`src/supply_monitor_pkg.sv`:
```
/*
 * Constants, field layout and carrier types of the supply monitor control block.
 * Assumes a single system clock; the comparators are asynchronous to it.
 */
// Functional notes
// - Bit 7 follows the upper threshold comparator
// - Bit 6 follows the lower threshold comparator
// - Bit 5 sets above upper, clears below lower
// - Plug request on bit 5 rising, when enabled
// - Bit 4 read/write plug interrupt enable
// - Bits 3:2 read/write regulator level select
// - Bit 1 disables detector, forces bits 7:5
// - Bit 0 read/write regulator power on
// - Reset clears all eight control bits
package supply_monitor_pkg;

	localparam int          ADDR_W          = 4;
	localparam int          DATA_W          = 32;
	localparam int          REG_W           = 8;

	// Byte addresses of the word registers
	localparam logic [3:0]  OFS_POWER_CTRL  = 4'h0;
	localparam logic [3:0]  OFS_IRQ_STATUS  = 4'h4;
	localparam logic [3:0]  OFS_IRQ_MASK    = 4'h8;

	// Power control field positions
	localparam int          BIT_UPPER       = 7;
	localparam int          BIT_LOWER       = 6;
	localparam int          BIT_PRESENT     = 5;
	localparam int          BIT_PLUG_IE     = 4;
	localparam int          BIT_LEVEL_HI    = 3;
	localparam int          BIT_LEVEL_LO    = 2;
	localparam int          BIT_DET_OFF     = 1;
	localparam int          BIT_REG_ON      = 0;

	// Interrupt status layout
	localparam int          IRQ_W           = 2;
	localparam int          IRQ_PLUG        = 0;
	localparam int          IRQ_UNPLUG      = 1;

	localparam logic [7:0]  POWER_CTRL_RST  = 8'h00;
	localparam logic [1:0]  IRQ_RST         = 2'h0;
	localparam logic [DATA_W-1:0] RD_ZERO   = 32'h0000_0000;

	typedef struct packed {
		logic [1:0] syncUpper;
		logic [1:0] syncLower;
		logic       present;
		logic       plugIe;
		logic [1:0] levelSel;
		logic       detOff;
		logic       regOn;
		logic [IRQ_W-1:0] irqStatus;
		logic [IRQ_W-1:0] irqMask;
		logic       plugReq;
		logic       ack;
		logic [DATA_W-1:0] rdData;
	} state_s;

endpackage

```
`src/usb_supply_monitor_control.sv`:
```
/*
 * Power control register bank with USB supply threshold flags, cable-present
 * hysteresis, plug interrupt, regulator and detector controls.
 * Assumes an Avalon-MM master on clk and asynchronous comparator inputs.
 */
`timescale 1ns/1ps
module usb_supply_monitor_control
	import supply_monitor_pkg::*;
(
	input  wire logic              clk,
	input  wire logic              nrst,
	input  wire logic [ADDR_W-1:0] address,
	input  wire logic              read,
	input  wire logic              write,
	input  wire logic [DATA_W-1:0] writedata,
	input  wire logic [3:0]        byteenable,
	output logic      [DATA_W-1:0] readdata,
	output logic                   waitrequest,
	input  wire logic              usbAboveUpper,
	input  wire logic              usbAboveLower,
	output logic                   detectorPowerOff,
	output logic                   mediaRegulatorOn,
	output logic      [1:0]        regulatorLevelSelect,
	output logic                   plugIrqReq,
	output logic                   irq
);

	state_s state_q;
	state_s state_d;
	logic   upperFlag;
	logic   lowerFlag;
	logic   presentFlag;
	logic   req;
	logic   wrEn;
	logic   rdEn;
	logic [REG_W-1:0] ctrlView;

	always_comb begin
		req  = (read || write) && !state_q.ack;
		// A write lands only at the edge where waitrequest is seen low
		wrEn = write && state_q.ack && byteenable[0];
		rdEn = read && req;
		upperFlag   = state_q.detOff | state_q.syncUpper[1];
		lowerFlag   = state_q.detOff | state_q.syncLower[1];
		presentFlag = state_q.detOff | state_q.present;
		ctrlView = {upperFlag, lowerFlag, presentFlag, state_q.plugIe,
			state_q.levelSel, state_q.detOff, state_q.regOn};

		state_d = state_q;
		state_d.syncUpper = {state_q.syncUpper[0], usbAboveUpper};
		state_d.syncLower = {state_q.syncLower[0], usbAboveLower};
		// Hysteresis: set above upper, clear only below lower
		if (state_q.syncUpper[1]) begin
			state_d.present = 1'b1;
		end else if (!state_q.syncLower[1]) begin
			state_d.present = 1'b0;
		end
		state_d.plugReq = 1'b0;
		state_d.ack = req;

		// Writes to status clear ones; new events still win below
		if (wrEn && address == OFS_IRQ_STATUS) begin
			state_d.irqStatus = state_q.irqStatus & ~writedata[IRQ_W-1:0];
		end
		if (wrEn && address == OFS_IRQ_MASK) begin
			state_d.irqMask = writedata[IRQ_W-1:0];
		end
		if (wrEn && address == OFS_POWER_CTRL) begin
			// Bits 7:5 not written
			state_d.plugIe   = writedata[BIT_PLUG_IE];
			state_d.levelSel = writedata[BIT_LEVEL_HI:BIT_LEVEL_LO];
			state_d.detOff   = writedata[BIT_DET_OFF];
			state_d.regOn    = writedata[BIT_REG_ON];
		end

		if (presentFlag == 1'b0 && (state_d.detOff | state_d.present)) begin
			state_d.irqStatus[IRQ_PLUG] = 1'b1;
			state_d.plugReq = state_q.plugIe;
		end
		if (presentFlag == 1'b1 && !(state_d.detOff | state_d.present)) begin
			state_d.irqStatus[IRQ_UNPLUG] = 1'b1;
		end

		state_d.rdData = RD_ZERO;
		if (rdEn) begin
			unique case (address)
				OFS_POWER_CTRL: state_d.rdData = {24'h00_0000, ctrlView};
				OFS_IRQ_STATUS: state_d.rdData = {30'h0000_0000, state_q.irqStatus};
				OFS_IRQ_MASK:   state_d.rdData = {30'h0000_0000, state_q.irqMask};
				default:        state_d.rdData = RD_ZERO;
			endcase
		end
	end

	always_ff @(posedge clk or negedge nrst) begin
		if (!nrst) begin
			state_q <= '0;
		end else begin
			state_q <= state_d;
		end
	end

	assign waitrequest          = (read || write) && !state_q.ack;
	assign readdata             = state_q.rdData;
	assign detectorPowerOff     = state_q.detOff;
	assign mediaRegulatorOn     = state_q.regOn;
	assign regulatorLevelSelect = state_q.levelSel;
	assign plugIrqReq           = state_q.plugReq;
	assign irq                  = |(state_q.irqStatus & state_q.irqMask);

	AST_UPPER_FOLLOWS: assert property (@(posedge clk) disable iff (!nrst)
		!state_q.detOff && $past(usbAboveUpper, 2) && $past(usbAboveUpper, 3)
		&& !$past(state_q.detOff) |-> upperFlag) else $error("upper flag lags");
	AST_LOWER_FOLLOWS: assert property (@(posedge clk) disable iff (!nrst)
		!state_q.detOff && !$past(usbAboveLower, 2) && !$past(usbAboveLower, 3)
		|-> !lowerFlag) else $error("lower flag stuck");
	AST_HYSTERESIS: assert property (@(posedge clk) disable iff (!nrst)
		state_q.syncLower[1] && !state_q.syncUpper[1] |=> $stable(state_q.present))
		else $error("present changed inside band");
	AST_NO_REQ_DISABLED: assert property (@(posedge clk) disable iff (!nrst)
		!state_q.plugIe |=> !plugIrqReq) else $error("request while disabled");
	AST_NO_REQ_FALL: assert property (@(posedge clk) disable iff (!nrst)
		plugIrqReq |-> presentFlag) else $error("request on falling edge");
	AST_IE_WRITE: assert property (@(posedge clk) disable iff (!nrst)
		wrEn && address == OFS_POWER_CTRL |=> state_q.plugIe == $past(writedata[BIT_PLUG_IE])
		&& regulatorLevelSelect == $past(writedata[BIT_LEVEL_HI:BIT_LEVEL_LO]))
		else $error("control write lost");
	AST_DET_FORCE: assert property (@(posedge clk) disable iff (!nrst)
		detectorPowerOff |-> ctrlView[BIT_UPPER:BIT_PRESENT] == 3'h7)
		else $error("flags not forced");
	AST_REG_WRITE: assert property (@(posedge clk) disable iff (!nrst)
		wrEn && address == OFS_POWER_CTRL |=> mediaRegulatorOn == $past(writedata[BIT_REG_ON]))
		else $error("regulator enable lost");
	AST_RO_BITS: assert property (@(posedge clk) disable iff (!nrst)
		wrEn && address == OFS_POWER_CTRL && state_q.syncLower[1] && !state_q.syncUpper[1]
		&& !state_q.detOff |=> $stable(state_q.present)) else $error("read-only written");

endmodule

```
`config.mk`:
```
export PLATFORM = sky130hd
export DESIGN_NAME = usb_supply_monitor_control
export DESIGN_NICKNAME = d
export VERILOG_FILES = /design/src/supply_monitor_pkg.sv /design/src/usb_supply_monitor_control.sv
export SDC_FILE = /design/constraint.sdc
export NUM_CORES = 1
export LEC_CHECK = 0
export BUFFER_PORTS_ARGS = -buffer_cell sky130_fd_sc_hd__buf_2
export CAP_MARGIN = 30
export CORE_MARGIN = 1.5
export CORE_UTILIZATION = 40
export DETAILED_ROUTE_END_ITERATION = 6
export PLACE_DENSITY = 0.86
export SLEW_MARGIN = 20
export SYNTH_ARGS = -nofsm -noshare
export SYNTH_HDL_FRONTEND = slang
export SYNTH_SLANG_ARGS = --single-unit
```
`constraint.sdc`:
```
create_clock -name clk -period 3.7 [get_ports clk]
set_clock_uncertainty 0.05 [all_clocks]
set_input_delay 1.11 -clock clk [delete_from_list [all_inputs] [get_ports clk]]
set_output_delay 1.11 -clock clk [all_outputs]
set_load 0.005 [all_outputs]
```
# Word-level counts from Yosys, hierarchy flattened
# Cells that the tools add are included.
word_totals:
  in_bits: 46
  wordCells: 48
  reg_bits: 48
op_classes:
  bitwise_logic: 8
  mux: 9
  reduce_logical: 16
  n_eq_ne: 2
ops:
  columns: ["operator", "count"]
  rows:
  - ["$pmux W8 S3", 1]
  - ["$logic_and A1 B1 Y1", 9]
  - ["$mux W8", 1]
  - ["$mux W1", 5]
  - ["$and A2 B2 Y2", 2]
  - ["$eq A4 B3 Y1 const B", 1]
  - ["$eq A4 B4 Y1 const B", 1]
  - ["$logic_not A4 Y1", 1]
  - ["$mux W2", 2]
  - ["$or A1 B1 Y1", 4]
  - ["$reduce_bool A2 Y1", 2]
  - ["$logic_not A1 Y1", 2]
  - ["$not A2 Y2", 1]
  - ["$reduce_or A2 Y1", 1]
  - ["$logic_or A1 B1 Y1", 1]
  - ["$not A1 Y1", 1]

# Longest topological paths before layout
depth:
  ltp_word: 8
  ltp_mapped: 4
  mapped_depth_nobuf: 3

# Worst setup path before layout
# OpenSTA, ideal clock, no wires.
synth_timing:
  path_type: "input port to output port"
  start: "in write"
  end: "out waitrequest"
  required_time_ns: 2.540
  path_slack_ns: 1.283
  arrival_time_ns: 1.257
  path_buffers: 0
  stages: 2
  cell_sequence: "nor2_1 -> nor2_1"
synth_via:
  elab_chain_len: 2
synth_rtl:
  columns: ["item", "line_no", "rtl"]
  rows:
  - ["start, declared", "usb_supply_monitor_control.sv:14", "input wire logic write,"]
  - ["$logic_or A1 B1 Y1", "usb_supply_monitor_control.sv:103", "assign waitrequest = (read || write) && !state_q.ack;"]
  - ["$logic_and A1 B1 Y1", "usb_supply_monitor_control.sv:103", null]
  - ["end, declared", "usb_supply_monitor_control.sv:18", "output logic waitrequest,"]
# No other way between the ends.

# Worst setup path in the final report
# Ends and elaborated chain as after synthesis.

==> out/qor.yml <==
final_layout:
  non_filler_cells_final: 160
  drive_above_1_share: 0.3488
  nets: 176
  design_area_mm2: 0.001265
  antennaDiodeCount: 0
  area_growth_syn_to_layout_pct: 5.093
clock_tree:
  holdBufCountCts: 0
  max-clock-path-buffers: 2
  clockRootBuffer: "sky130_fd_sc_hd__clkbuf_4"
  postCtsSetupRepairBufs: 0
  clock_latency_late_sink_ns: 0.30
  cts_inserted_buffers: 3
  postCtsResizedCells: 0
  clock_tree_from_tritoncts: "built"
  worst_path_clk_slew_ns: 0.12
  cts.sink_count: 24
  cts-htree-levels: 1
critical_path:
  timing.critical_path.slowest_stage_cell: "sky130_fd_sc_hd__buf_2"
  crit_path_start_kind: "input port"
  crit_cells: 4
  critical_path_class: "input port to primary output"
  reg2regPathDepth: 3
  worstPathMaxFanout: 3
  critical_path.n_buffers_inverters: 2
  worst_path_cell_chain: "buf_2 > nor2_1 > nor2_1 > buf_2"
  critPathMaxStageDelay_ns: 0.14
  worst_setup_path_end_kind: "primary output"
  cp.required_ns: 2.54
  critical-path-top-delay-family: "buffers and inverters"
  arrival_ns: 1.50
sta:
  finalHoldWorstSlack_ns: 0.3203
  postLayoutSetupSlackWorst_ns: 1.041
  post-route-min-period_ns: 2.659
  fmax_ghz: 0.3760
  final_hold_viol_count: 0
  final.period_utilization: 0.7187
  final-max-slew-violation-count: 0
  measured_slew_at_the_worst_slew_check_pin_ns: 0.5141
  fin_setup_tns_ns: 0
  worst_slew_margin_rel: 0.6573
  rsz0062_at_grt: "false"
  finalSetupViolations: 0
yosys:
  ys_types: 29
  asyncSetResetFlopFracSynth: 1.000
  yosys_register_bits: 24
  post_synthesis_sequential_area_ratio: 0.4990
  syn_area_per_cell_um2: 11.25
  synth-edff-count: 0
  ys_warn_count: 0
  synthMostInstantiatedCell: "sky130_fd_sc_hd__buf_4"
  synth_area_leaders: "sky130_fd_sc_hd__dfrtp_1, sky130_fd_sc_hd__buf_4, sky130_fd_sc_hd__mux2_2"
  netlist.top_cell.by_area: "sky130_fd_sc_hd__dfrtp_1"
  yosys-top-cells-count: "sky130_fd_sc_hd__buf_4, sky130_fd_sc_hd__dfrtp_1, sky130_fd_sc_hd__mux2_2, sky130_fd_sc_hd__nor2_1"
  netlist_instances: 107
  syn-cell-area_mm2: 0.001204
  synth_top_flop_cell: "sky130_fd_sc_hd__dfrtp_1"
  synth_top_area_share: 0.4990
detailed_routing:
  vias_per_cell: 4.769
  drt_first_iter_violations: 18
  drtPass1Iterations: 7
  number_of_vias_after_detailed_routing: 763
  antenna_left: 0
  per_cell_routed_wire_length_um: 11.45
  drt_wl_total_um: 1832
  drc_errors: 5
worst_hold_path:
  worstHoldPathType: "flip-flop to flip-flop"
  worst_hold_path.num_cells: 0
status:
  violations: "DRC"
  run_status: "finished, violations left"
grt:
  grt_usage: 0.1155
  antenna_found_initial: 0
  first_pass_grt_wire_length_um: 2973
  grt_util_met3: 0.02902
  globalRoute.busiestLayer: "met2"
  grt_pass1_vias: 692
  grt_start_max_net_pins: 25
  globalRouteMet2Util: 0.2045
  met1_usage: 0.1358
  globalRouteOverflowTotal: 0
pwr:
  power_frac_clock: 0.343
  peakVddDrop_mv: 0.2615
  power_density_mw_per_mm2: 427.7
  combPwrFrac: 0.119
  leakage_nw: 0.6740
  sequentialPowerShare: 0.538
  net-switching-power_mw: 0.1235
  internal-power_mw: 0.4176
  switching_share: 0.2282
placed_design:
  dp.cells: 156
  placedInstanceArea_mm2: 0.001212
  place_worst_setup_slack_ns: 1.030
  gpl.final_weighted_congestion: 0.8678
  port_buffers: 30
  dpl.hpwl_um: 1451
floorplanning:
  starting_density_of_the_core: 0.4291
  design.portCount: 85
  die_h_um: 57.86
  rows: 19
  chipWidth_um: 57.86
  fp.dieArea_mm2: 0.003347
  floorplan.core_area_mm2: 0.002805
run:
  max_cap_viol_count: 0
final timing paths:
kind,startpoint,endpoint,slack (ns)
min in group asynchronous,nrst,mediaRegulatorOn,0.70
worst min-delay path,state_d[45],state_q[45],0.32
worst max register to register,state_q[32],readdata[6],2.13
worst min register to register,state_d[45],state_q[45],0.32
worst max-delay path,write,waitrequest,1.04
max in group asynchronous,nrst,readdata[4],2.55
power groups by stage:
stage | logic [mW] | registers [mW] | clock network (mW)
after floorplan | 0.0585 | 0.293 | 0
after global placement | 0.0620 | 0.295 | 0
after detailed placement | 0.0645 | 0.296 | 0
after CTS | 0.0647 | 0.291 | 0.190
after global routing | 0.0724 | 0.294 | 0.201
final | 0.0644 | 0.291 | 0.186
metrics by stage:
step | util | total power [mW]
floorplan | - | 0.3514
global placement | 0.4322 | 0.3567
detailed placement | 0.4322 | 0.3608
CTS | 0.4509 | 0.5461
global route | 0.4509 | 0.5670
finish | 0.4509 | 0.5410
logic make-up (layout without fill, tap and decap cells):
logic type	after synthesis	in the layout	synth area share
AOI/OAI and AO/OA	10	10	0.05925
buffers and inverters	36	35	0.2245
DFF	24	24	0.4990
muxes	8	8	0.07276
other	1	24	0.003116
and+or+nand+nor	28	28	0.1414
state kept, by name, summed over array words and instances, names as in the netlist:
register,flops
readdata,8
mediaRegulatorOn,1
state_d,2
state_q,8
detectorPowerOff,1
regulatorLevelSelect,2
ctrlView,1
plugIrqReq,1
layer usage:
metal	share of wire	wire (um)
met5	0	0
met4	0	0
met3	0.065	119
met2	0.54	981
met1	0.40	732
cells in the final DEF (no fill, tap or decap):
cell	Yosys	final
sky130_fd_sc_hd__a21o_1	1	1
sky130_fd_sc_hd__a21oi_1	2	2
sky130_fd_sc_hd__a22o_1	1	1
sky130_fd_sc_hd__a31oi_1	1	1
sky130_fd_sc_hd__a32o_1	1	1
sky130_fd_sc_hd__and2_1	3	3
sky130_fd_sc_hd__and3_1	1	1
sky130_fd_sc_hd__buf_2	0	30
sky130_fd_sc_hd__bufinv_16	0	1
sky130_fd_sc_hd__clkbuf_4	0	3
sky130_fd_sc_hd__conb_1	1	24
sky130_fd_sc_hd__dfrtp_1	24	24
sky130_fd_sc_hd__inv_1	1	1
sky130_fd_sc_hd__mux2_2	6	6
sky130_fd_sc_hd__mux2i_1	2	2
sky130_fd_sc_hd__nand2_1	3	3
sky130_fd_sc_hd__nand3_1	3	3
sky130_fd_sc_hd__nand4_1	2	2
sky130_fd_sc_hd__nor2_1	5	5
sky130_fd_sc_hd__nor2_4	1	1
sky130_fd_sc_hd__nor2b_1	2	2
sky130_fd_sc_hd__nor3_2	1	1
sky130_fd_sc_hd__nor3b_1	1	1
sky130_fd_sc_hd__nor4_1	2	2
sky130_fd_sc_hd__o21a_1	2	2
sky130_fd_sc_hd__o21ai_1	1	1
sky130_fd_sc_hd__o2bb2ai_1	1	1
sky130_fd_sc_hd__or2_2	2	2
sky130_fd_sc_hd__or4_4	1	1
sky130_fd_sc_hd__or4b_1	1	1
cell type report:
| type | instances | area, um^2 |
|---|---|---|
| flip-flops and latches | 24 | 600.6 |
| repair buffers | 30 | 150.1 |
| fillers | 264 | 1540 |
| clock buffers | 3 | 22.52 |
| well taps | 31 | 38.79 |
| inverters | 1 | 3.754 |
| clock inverters | 1 | 30.03 |
| multi-input cells | 70 | 419.2 |
No activity file was read; power rests on OpenSTA's default activity.
